===== config.mk =====
export PLATFORM = sky130hd
export DESIGN_NAME = sync_source_config_event_trigger
export DESIGN_NICKNAME = d
export VERILOG_FILES = /design/src/edge_rise_sync.v /design/src/lsb_pattern_detect.v /design/src/sync_source_config_event_trigger.v
export VERILOG_INCLUDE_DIRS = /design/src
export SDC_FILE = /design/constraint.sdc
export NUM_CORES = 1
export LEC_CHECK = 0
export ABC_AREA = 1
export CAP_MARGIN = 30
export CORE_ASPECT_RATIO = 1.75
export CORE_UTILIZATION = 67
export DETAILED_ROUTE_END_ITERATION = 6
export DONT_BUFFER_PORTS = 1
export PLACE_DENSITY = 0.83
export SETUP_SLACK_MARGIN = 0.3
export SKIP_LAST_GASP = 1
export SYNTH_ARGS = -nofsm -noshare
export SYNTH_HDL_FRONTEND = slang
export SYNTH_SLANG_ARGS = --single-unit

===== constraint.sdc =====
create_clock -name clk -period 2.3 [get_ports clk]
set_clock_uncertainty 0.1 [all_clocks]
set_input_delay 0.23 -clock clk [delete_from_list [all_inputs] [get_ports clk]]
set_output_delay 0.23 -clock clk [all_outputs]
set_load 0.02 [all_outputs]

===== src/sync_source_config_map.vh =====
// Register offsets, field positions, reset values and timing counts of the sync trigger.
`ifndef SYNC_SOURCE_CONFIG_MAP_VH
`define SYNC_SOURCE_CONFIG_MAP_VH

// ----------------------------------------------------------------------------
// Bus widths
// ----------------------------------------------------------------------------
`define ADDR_W 12
`define DATA_W 8
`define SAMPLE_W 16

// ----------------------------------------------------------------------------
// Register offsets
// ----------------------------------------------------------------------------
`define OFS_NCO_CONTROL 12'h300
`define OFS_SYNC_SOURCE_CONFIG 12'h302
`define OFS_ACCUM_RESET_MASK 12'h303
`define OFS_SOFTWARE_SYNC_TRIGGER 12'h304
`define OFS_SELF_SYNC_CONTROL 12'h305
`define OFS_SYNC_STATUS 12'h306

// ----------------------------------------------------------------------------
// Field positions
// ----------------------------------------------------------------------------
`define FAST_RECONFIG_BIT 7
`define TRIG_SEL_LSB 0
`define TRIG_SEL_MSB 1
`define MASK_LSB 0
`define MASK_MSB 3
`define SW_SYNC_BIT 0
`define SELF_RESYNC_BIT 0
`define STAT_SYSREF_ARMED_BIT 0
`define STAT_FAST_ARMED_BIT 1
`define STAT_PATTERN_ARMED_BIT 2

// ----------------------------------------------------------------------------
// Reset values
// ----------------------------------------------------------------------------
`define RST_FAST_RECONFIG 1'h0
`define RST_TRIG_SEL 2'h0
`define RST_MASK 4'hf
`define RST_SW_SYNC 1'h0
`define RST_SELF_RESYNC 1'h0

// ----------------------------------------------------------------------------
// Trigger select codes
// ----------------------------------------------------------------------------
`define TRIG_SOFTWARE 2'h0
`define TRIG_SYSREF_ONCE 2'h1
`define TRIG_SYSREF_EVERY 2'h2
`define TRIG_PATTERN 2'h3

// ----------------------------------------------------------------------------
// Counts
// ----------------------------------------------------------------------------
`define PATTERN_RUN 3'h4
`define SELF_RESYNC_PERIOD 9'h100
`define SELF_RESYNC_LAST 8'hff

`endif


===== src/edge_rise_sync.v =====
// Two-stage synchroniser with rising-edge detector for an asynchronous pin.
`timescale 1ns/10ps
module edge_rise_sync (
    input wire clk,  // Sample clock.
    input wire rst_b,  // Asynchronous reset, active low.
    input wire pin_in,  // Asynchronous pin level.
    input wire idle_level,  // Level assumed for the pin for the first two edges after reset.
    output wire level_out,  // Synchronised level.
    output wire rise_pulse  // One-cycle pulse on a rising edge.
);

    reg meta_ff;
    reg sync_ff;
    reg prev_ff;
    reg [1:0] idle_ff;

    // ------------------------------------------------------------------------
    // Synchroniser
    // ------------------------------------------------------------------------
    // The first stage feeds only the second stage.
    always @(posedge clk or negedge rst_b) begin
        if (!rst_b) begin
            meta_ff <= 1'h0;
            sync_ff <= 1'h0;
            prev_ff <= 1'h0;
            idle_ff <= 2'h0;
        end else begin
            meta_ff <= pin_in;
            sync_ff <= meta_ff;
            idle_ff <= {idle_ff[0], 1'h1};
            // The second stage holds real pin data only from the second edge
            // after reset, so the previous sample is the idle level until then.
            // Otherwise a pin that idles high would show a false edge.
            prev_ff <= idle_ff[1] ? sync_ff : idle_level;
        end
    end

    assign level_out = sync_ff;
    assign rise_pulse = idle_ff[1] & sync_ff & ~prev_ff;

endmodule


===== src/lsb_pattern_detect.v =====
// Detector for a run of low then high sample LSBs.
`timescale 1ns/10ps
`include "sync_source_config_map.vh"
module lsb_pattern_detect (
    input wire clk,  // Sample clock.
    input wire rst_b,  // Asynchronous reset, active low.
    input wire armed,  // Detector is searching.
    input wire lsb_in,  // LSB of the channel-zero in-phase sample.
    output wire hit  // High with the fourth high sample.
);

    reg [2:0] low_cnt_ff;
    reg [2:0] high_cnt_ff;
    reg [2:0] nxt_low_cnt;
    reg [2:0] nxt_high_cnt;

    wire low_done = (low_cnt_ff == `PATTERN_RUN);

    assign hit = armed & lsb_in & low_done & (high_cnt_ff == `PATTERN_RUN - 3'h1);

    // ------------------------------------------------------------------------
    // Run counters
    // ------------------------------------------------------------------------
    always @* begin
        nxt_low_cnt = low_cnt_ff;
        nxt_high_cnt = high_cnt_ff;
        if (!armed || hit) begin
            nxt_low_cnt = 3'h0;
            nxt_high_cnt = 3'h0;
        end else if (!lsb_in) begin
            // A low breaks any high run and starts or extends a low run.
            nxt_high_cnt = 3'h0;
            if (high_cnt_ff != 3'h0) begin
                nxt_low_cnt = 3'h1;
            end else if (!low_done) begin
                nxt_low_cnt = low_cnt_ff + 3'h1;
            end
        end else if (low_done) begin
            nxt_high_cnt = high_cnt_ff + 3'h1;
        end else begin
            nxt_low_cnt = 3'h0;
        end
    end

    always @(posedge clk or negedge rst_b) begin
        if (!rst_b) begin
            low_cnt_ff <= 3'h0;
            high_cnt_ff <= 3'h0;
        end else begin
            low_cnt_ff <= nxt_low_cnt;
            high_cnt_ff <= nxt_high_cnt;
        end
    end

endmodule


===== src/sync_source_config_event_trigger.v =====
// Sync event trigger for the four up-converter oscillators.
`timescale 1ns/10ps
`include "sync_source_config_map.vh"
module sync_source_config_event_trigger (
    input wire clk,  // Sample clock, 50 MHz.
    input wire rst_b,  // Asynchronous reset, active low.
    input wire [`ADDR_W-1:0] addr,  // Register address.
    input wire [`DATA_W-1:0] wdata,  // Register write data.
    input wire wr_stb,  // Register write strobe.
    input wire rd_stb,  // Register read strobe.
    output wire [`DATA_W-1:0] rdata,  // Read data, cycle after the strobe.
    input wire sysref_in,  // System reference pin, asynchronous.
    input wire fast_port_select_n,  // Fast-port chip select pin, asynchronous.
    input wire fast_sync_flag,  // Fast-path sync flag from the fast-port registers.
    input wire [3:0] fast_accum_reset_mask,  // Fast-path accumulator reset mask.
    input wire [`SAMPLE_W-1:0] sample_i_in,  // Channel-zero in-phase sample.
    output wire [`SAMPLE_W-1:0] sample_i_out,  // Sample towards the up-converter.
    output wire sync_event,  // One-cycle sync pulse to the oscillators.
    output wire [3:0] accum_reset,  // One-cycle accumulator reset per oscillator.
    output wire fast_reconfig_enable  // Oscillators take fast-path settings.
);

    // ------------------------------------------------------------------------
    // Registers
    // ------------------------------------------------------------------------
    reg fast_reconfig_ff;
    reg [1:0] trig_sel_ff;
    reg [3:0] mask_ff;
    reg sw_sync_ff;
    reg self_resync_ff;
    reg [`DATA_W-1:0] rdata_ff;
    reg [`DATA_W-1:0] nxt_rdata;

    // ------------------------------------------------------------------------
    // Trigger state
    // ------------------------------------------------------------------------
    reg sysref_armed_ff;
    reg fast_armed_ff;
    reg [7:0] resync_cnt_ff;
    reg sync_event_ff;
    reg [3:0] accum_reset_ff;
    reg [`SAMPLE_W-1:0] sample_ff;

    wire sysref_rise;
    wire fast_cs_rise;
    wire pattern_hit;

    // ------------------------------------------------------------------------
    // Address decode
    // ------------------------------------------------------------------------
    function hit_addr;
        input [`ADDR_W-1:0] a;
        input [`ADDR_W-1:0] ofs;
        begin
            hit_addr = (a == ofs);
        end
    endfunction

    wire wr_ctrl = wr_stb & hit_addr(addr, `OFS_NCO_CONTROL);
    wire wr_src = wr_stb & hit_addr(addr, `OFS_SYNC_SOURCE_CONFIG);
    wire wr_mask = wr_stb & hit_addr(addr, `OFS_ACCUM_RESET_MASK);
    wire wr_sw = wr_stb & hit_addr(addr, `OFS_SOFTWARE_SYNC_TRIGGER);
    wire wr_self = wr_stb & hit_addr(addr, `OFS_SELF_SYNC_CONTROL);

    // A one written over a zero is the software edge; the fast path ignores it.
    wire sw_rise = wr_sw & wdata[`SW_SYNC_BIT] & ~sw_sync_ff & ~fast_reconfig_ff;
    wire sw_level = sw_sync_ff & ~fast_reconfig_ff;

    // ------------------------------------------------------------------------
    // Pin edge detectors
    // ------------------------------------------------------------------------
    edge_rise_sync u_sysref_edge (
        .clk(clk),
        .rst_b(rst_b),
        .pin_in(sysref_in),
        .idle_level(1'h0),
        .level_out(),
        .rise_pulse(sysref_rise)
    );

    // The chip select idles high; a rise marks the end of a fast-port access.
    edge_rise_sync u_fast_cs_edge (
        .clk(clk),
        .rst_b(rst_b),
        .pin_in(fast_port_select_n),
        .idle_level(1'h1),
        .level_out(),
        .rise_pulse(fast_cs_rise)
    );

    // ------------------------------------------------------------------------
    // Trigger selection
    // ------------------------------------------------------------------------
    wire mode_sw = (trig_sel_ff == `TRIG_SOFTWARE);
    wire mode_once = (trig_sel_ff == `TRIG_SYSREF_ONCE);
    wire mode_every = (trig_sel_ff == `TRIG_SYSREF_EVERY);
    wire mode_pat = (trig_sel_ff == `TRIG_PATTERN);

    // Normal path pattern search runs while the software bit is high;
    // the fast path searches from a flagged chip-select rise until a hit.
    wire pat_armed = mode_pat & (fast_reconfig_ff ? fast_armed_ff : sw_level);

    lsb_pattern_detect u_pattern (
        .clk(clk),
        .rst_b(rst_b),
        .armed(pat_armed),
        .lsb_in(sample_i_in[0]),
        .hit(pattern_hit)
    );

    wire sysref_fire = sysref_armed_ff & sysref_rise;
    wire fast_flag_rise = fast_reconfig_ff & fast_cs_rise & fast_sync_flag;
    wire resync_fire = self_resync_ff & (resync_cnt_ff == `SELF_RESYNC_LAST);

    reg trig_fire;
    always @* begin
        trig_fire = 1'h0;
        if (fast_reconfig_ff) begin
            // Selects 1 and 2 are reserved on the fast path and never fire.
            case (trig_sel_ff)
                `TRIG_SOFTWARE: trig_fire = fast_flag_rise;
                `TRIG_PATTERN: trig_fire = pattern_hit;
                default: trig_fire = 1'h0;
            endcase
        end else begin
            case (trig_sel_ff)
                `TRIG_SOFTWARE: trig_fire = sw_rise;
                `TRIG_SYSREF_ONCE: trig_fire = sysref_fire;
                `TRIG_SYSREF_EVERY: trig_fire = sw_level & sysref_rise;
                `TRIG_PATTERN: trig_fire = pattern_hit;
                default: trig_fire = 1'h0;
            endcase
        end
    end

    wire fire = trig_fire | resync_fire;

    // The mask picks the accumulators only on the normal path.
    wire [3:0] sel_mask = fast_reconfig_ff ? fast_accum_reset_mask : mask_ff;

    // ------------------------------------------------------------------------
    // Register writes
    // ------------------------------------------------------------------------
    // The trigger select is only written while the host keeps the software
    // bit low and the fast port idle; no interlock is built here.
    always @(posedge clk or negedge rst_b) begin
        if (!rst_b) begin
            fast_reconfig_ff <= `RST_FAST_RECONFIG;
            trig_sel_ff <= `RST_TRIG_SEL;
            mask_ff <= `RST_MASK;
            sw_sync_ff <= `RST_SW_SYNC;
            self_resync_ff <= `RST_SELF_RESYNC;
        end else begin
            if (wr_ctrl) begin
                fast_reconfig_ff <= wdata[`FAST_RECONFIG_BIT];
            end
            if (wr_src) begin
                trig_sel_ff <= wdata[`TRIG_SEL_MSB:`TRIG_SEL_LSB];
            end
            if (wr_mask) begin
                mask_ff <= wdata[`MASK_MSB:`MASK_LSB];
            end
            if (wr_sw) begin
                sw_sync_ff <= wdata[`SW_SYNC_BIT];
            end
            if (wr_self) begin
                self_resync_ff <= wdata[`SELF_RESYNC_BIT];
            end
        end
    end

    // ------------------------------------------------------------------------
    // Arming and self-resync counter
    // ------------------------------------------------------------------------
    // A new arming that meets a firing edge in the same cycle waits for the
    // following edge, so an arm is never lost.
    always @(posedge clk or negedge rst_b) begin
        if (!rst_b) begin
            sysref_armed_ff <= 1'h0;
            fast_armed_ff <= 1'h0;
            resync_cnt_ff <= 8'h00;
        end else begin
            if (sw_rise & mode_once) begin
                sysref_armed_ff <= 1'h1;
            end else if (sysref_fire | fast_reconfig_ff) begin
                sysref_armed_ff <= 1'h0;
            end
            if (fast_flag_rise & mode_pat) begin
                fast_armed_ff <= 1'h1;
            end else if (pattern_hit | ~fast_reconfig_ff | ~mode_pat) begin
                fast_armed_ff <= 1'h0;
            end
            if (self_resync_ff) begin
                resync_cnt_ff <= resync_cnt_ff + 8'h01;
            end else begin
                resync_cnt_ff <= 8'h00;
            end
        end
    end

    // ------------------------------------------------------------------------
    // Sync outputs and sample path
    // ------------------------------------------------------------------------
    // Sample and sync pulse both leave through one flop, so the pulse lines
    // up with the fourth high sample at the up-converter input.
    always @(posedge clk or negedge rst_b) begin
        if (!rst_b) begin
            sync_event_ff <= 1'h0;
            accum_reset_ff <= 4'h0;
            sample_ff <= 16'h0000;
        end else begin
            sync_event_ff <= fire;
            accum_reset_ff <= fire ? sel_mask : 4'h0;
            sample_ff[`SAMPLE_W-1:1] <= sample_i_in[`SAMPLE_W-1:1];
            sample_ff[0] <= sample_i_in[0] & ~(fast_reconfig_ff & fast_armed_ff);
        end
    end

    // ------------------------------------------------------------------------
    // Read path
    // ------------------------------------------------------------------------
    always @* begin
        nxt_rdata = 8'h00;
        case (addr)
            `OFS_NCO_CONTROL: nxt_rdata[`FAST_RECONFIG_BIT] = fast_reconfig_ff;
            `OFS_SYNC_SOURCE_CONFIG: nxt_rdata[`TRIG_SEL_MSB:`TRIG_SEL_LSB] = trig_sel_ff;
            `OFS_ACCUM_RESET_MASK: nxt_rdata[`MASK_MSB:`MASK_LSB] = mask_ff;
            `OFS_SOFTWARE_SYNC_TRIGGER: nxt_rdata[`SW_SYNC_BIT] = sw_sync_ff;
            `OFS_SELF_SYNC_CONTROL: nxt_rdata[`SELF_RESYNC_BIT] = self_resync_ff;
            `OFS_SYNC_STATUS: begin
                nxt_rdata[`STAT_SYSREF_ARMED_BIT] = sysref_armed_ff;
                nxt_rdata[`STAT_FAST_ARMED_BIT] = fast_armed_ff;
                nxt_rdata[`STAT_PATTERN_ARMED_BIT] = pat_armed;
            end
            default: nxt_rdata = 8'h00;
        endcase
    end

    // Read data stand for one cycle after each strobe cycle and are zero otherwise.
    always @(posedge clk or negedge rst_b) begin
        if (!rst_b) begin
            rdata_ff <= 8'h00;
        end else begin
            rdata_ff <= rd_stb ? nxt_rdata : 8'h00;
        end
    end

    assign rdata = rdata_ff;
    assign sync_event = sync_event_ff;
    assign accum_reset = accum_reset_ff;
    assign sample_i_out = sample_ff;
    assign fast_reconfig_enable = fast_reconfig_ff;

endmodule


==> reports/metrics.cfg <==
[setup_path]
cp.required_ns = 2.49
setup.worst_path.start_class = flop
worstSetupPathType = reg -> reg
crit_fanout = 6
cp-end-kind = flop
arrival_ns = 1.92

[yosys]
synth_most_common_cell = dfrtp_1
synth_top_flop_cell = dfrtp_1
avgSynthCellArea_um2 = 9.784
synth_xor_area_share_pct = 0.3291
synth-simple-area-share_pct = 21.91
yosys_warnings = 0
synth-adder-area-share_pct = 5.172
synth_edf_count = 0
ys_async_sr_fraction_pct = 100.0
synthCells = 272
yosysSeqAreaShare_pct = 55.67
synth.area.top_cells = dfrtp_1 (52%), nand2_1 (6.9%), ha_1 (5.2%)
synth_top_area_share_pct = 51.72
synth_compound_area_share_pct = 8.181
ys_ff_latch = 59
yosysTopAreaCell = dfrtp_1
synth_mux_area_share_pct = 1.881
synth_area_um2 = 2661
synth_cell_types = 36
synth_top_family_by_area = simple AND/OR/NAND/NOR gates
synth_common_cells = dfrtp_1 (55), nand2_1 (49), inv_1 (30)

[cells_and_area]
seq_area_um2 = 1481
fillers = 194
area_delta_synth_final_pct = 24.21
nets = 377
layoutNonFillerInstCount = 372
multi_input_area_um2 = 1012
diodes = 0
drive_gt1_share_pct = 14.51
utilization_pct = 86.34

[sta]
final_hold_viol_count = 0
finalCritPeriodShare_pct = 74.99
maxSlewViolCount = 0
rsz0062_at_grt = no
fmax_ghz = 0.5798
finalCriticalPeriod_ns = 1.725
setup_viol = 0
tns_ns = 0

[detailed_routing]
firstDrtPassIters = 4
antenna_left = 0
drc = 0
wl_per_cell_um = 17.70
drt_iter0_drc = 76
vias = 2110
avgViaCountPerCell = 5.672
totalWireLength_um = 6585

[outcome]
status = finished, final reports clean

[clock_network]
cts.sinks = 59
cts_setup_buffers = 0
clk_pin_slew_ns = 0.08
worstSkewPairLatency_ns = 0.36
cts_root_buf = clkbuf_8
cts_made_buffers = 9
cts_tree = built
clockBufferDepth = 2
cts_max_level = 3

[power_and_ir_drop]
p_per_area_nw_per_um2 = 754.4
vdd_drop_max_v = 0.0008545
leakagePower_nw = 1.634
finalPower_mw = 2.494

[placement]
numPortBuffers = 0
gp_congestion = 0.8589
post-place-cells = 318
dp_hpwl_um = 3479

[flow_run]
maxCapViolations = 0

[floorplanning]
fp.dieW_um = 49.64
ioPinCount = 77
die_h_um = 85.38
dieArea_um2 = 4238
start_util_pct = 69.51
core_um2 = 3829
std_cell_rows = 30

[grt]
grt.total_usage_pct = 35.05
grt_pass1_wl_um = 10630
gr-total-overflow = 0
grt_pass1_vias = 2306
antenna_found_initial = 0
grt_max_degree = 60

[worst_hold_path]
hp-class = in -> reg

[what timing repair did]
item                      CTS  global route
hold buffers               38             0
hold endpoints to repair   94             0
resized for setup           0             0
[worst max-delay path, cell delays in order (launching register included)]
cell	delay, ns
dfrtp_1	0.41
inv_1	0.10
ha_1	0.20
nand2_2	0.12
nor2_1	0.20
nand3_4	0.13
nand2_4	0.12
nor2_8	0.05
nand2_4	0.09
nand3_1	0.08
nand2_1	0.06
[cell families after synthesis]
family / Yosys count
compound gates: 38
simple gates: 117
other cells: 2
buf+inv: 39
mux: 5
flops: 59
fa+ha+maj: 11
xor+xnor: 1
[sequential cells by signal, indices dropped and copies added (netlist names), 2 cells and up]
signal,flops
u_pattern.low_cnt_ff,3
mask_ff,4
rdata,5
accum_reset,4
u_fast_cs_edge.idle_ff,2
u_pattern.high_cnt_ff,3
resync_cnt_ff,8
trig_sel_ff,2
sample_i_out,16
[path summary, 6_finish.rpt]
kind / start / end / slack (ns) / cells after the start
max: u_pattern.low_cnt_ff[0] / u_pattern.high_cnt_ff[0] / 0.58 / 10
min: wr_stb / trig_sel_ff[1] / 0.02 / 2
max reg2reg: u_pattern.low_cnt_ff[0] / u_pattern.high_cnt_ff[0] / 0.58 / 10
min reg2reg: u_fast_cs_edge.idle_ff[0] / u_fast_cs_edge.idle_ff[1] / 0.26 / 0
max in group asynchronous: rst_b / mask_ff[0] / 1.50 / 2
min in group asynchronous: rst_b / fast_reconfig_enable / 0.30 / 2
[layout by cell type, fill, tap and decap left out, types with 5 or more instances in the layout]
cell type / instances
dfrtp_1: 55
o21ai_0: 11
dlygate4sd3_1: 37
clkbuf_8: 9
nand3_1: 14
nor2_1: 28
mux2i_1: 5
ha_1: 11
a21oi_1: 15
inv_1: 30
nand2_1: 49
nand2_2: 8
[per-layer routing]
| layer | global-route usage (%) | routed length, um | part of all wire, % |
|---|---|---|---|
| met1 | 37.41 | 2249 | 34 |
| met2 | 63.02 | 3757 | 57 |
| met3 | 5.914 | 359 | 5.5 |
| met4 | 20.26 | 219 | 3.3 |
| met5 | 0 | 0 | 0 |
[area by class of cell]
class,count,share of cell area (%)
Inverter,34,4.164
Multi-Input combinational cell,176,30.62
Clock inverter,7,2.574
Clock buffer,9,3.747
Sequential cell,59,44.81
Timing Repair Buffer,39,12.26
Tap cell,48,1.817
[stage by stage]
stage	worst slack, ns	hold WS [ns]	cell area (um^2)
floorplan	0.7834	-0.1656	2669
global placement	0.6720	-0.1642	2699
detailed placement	0.6238	-0.1645	2699
CTS	0.5922	0.008320	3306
global route	0.4311	0.04155	3306
finish	0.5752	0.01865	3306
[report_power, final]
part | internal, mW | switching, mW
Clock | 0.520 | 0.487
Sequential | 1.12 | 0.0890
Combinational | 0.107 | 0.165
Total | 1.75 | 0.741
Power figures use the tool's default switching activity.
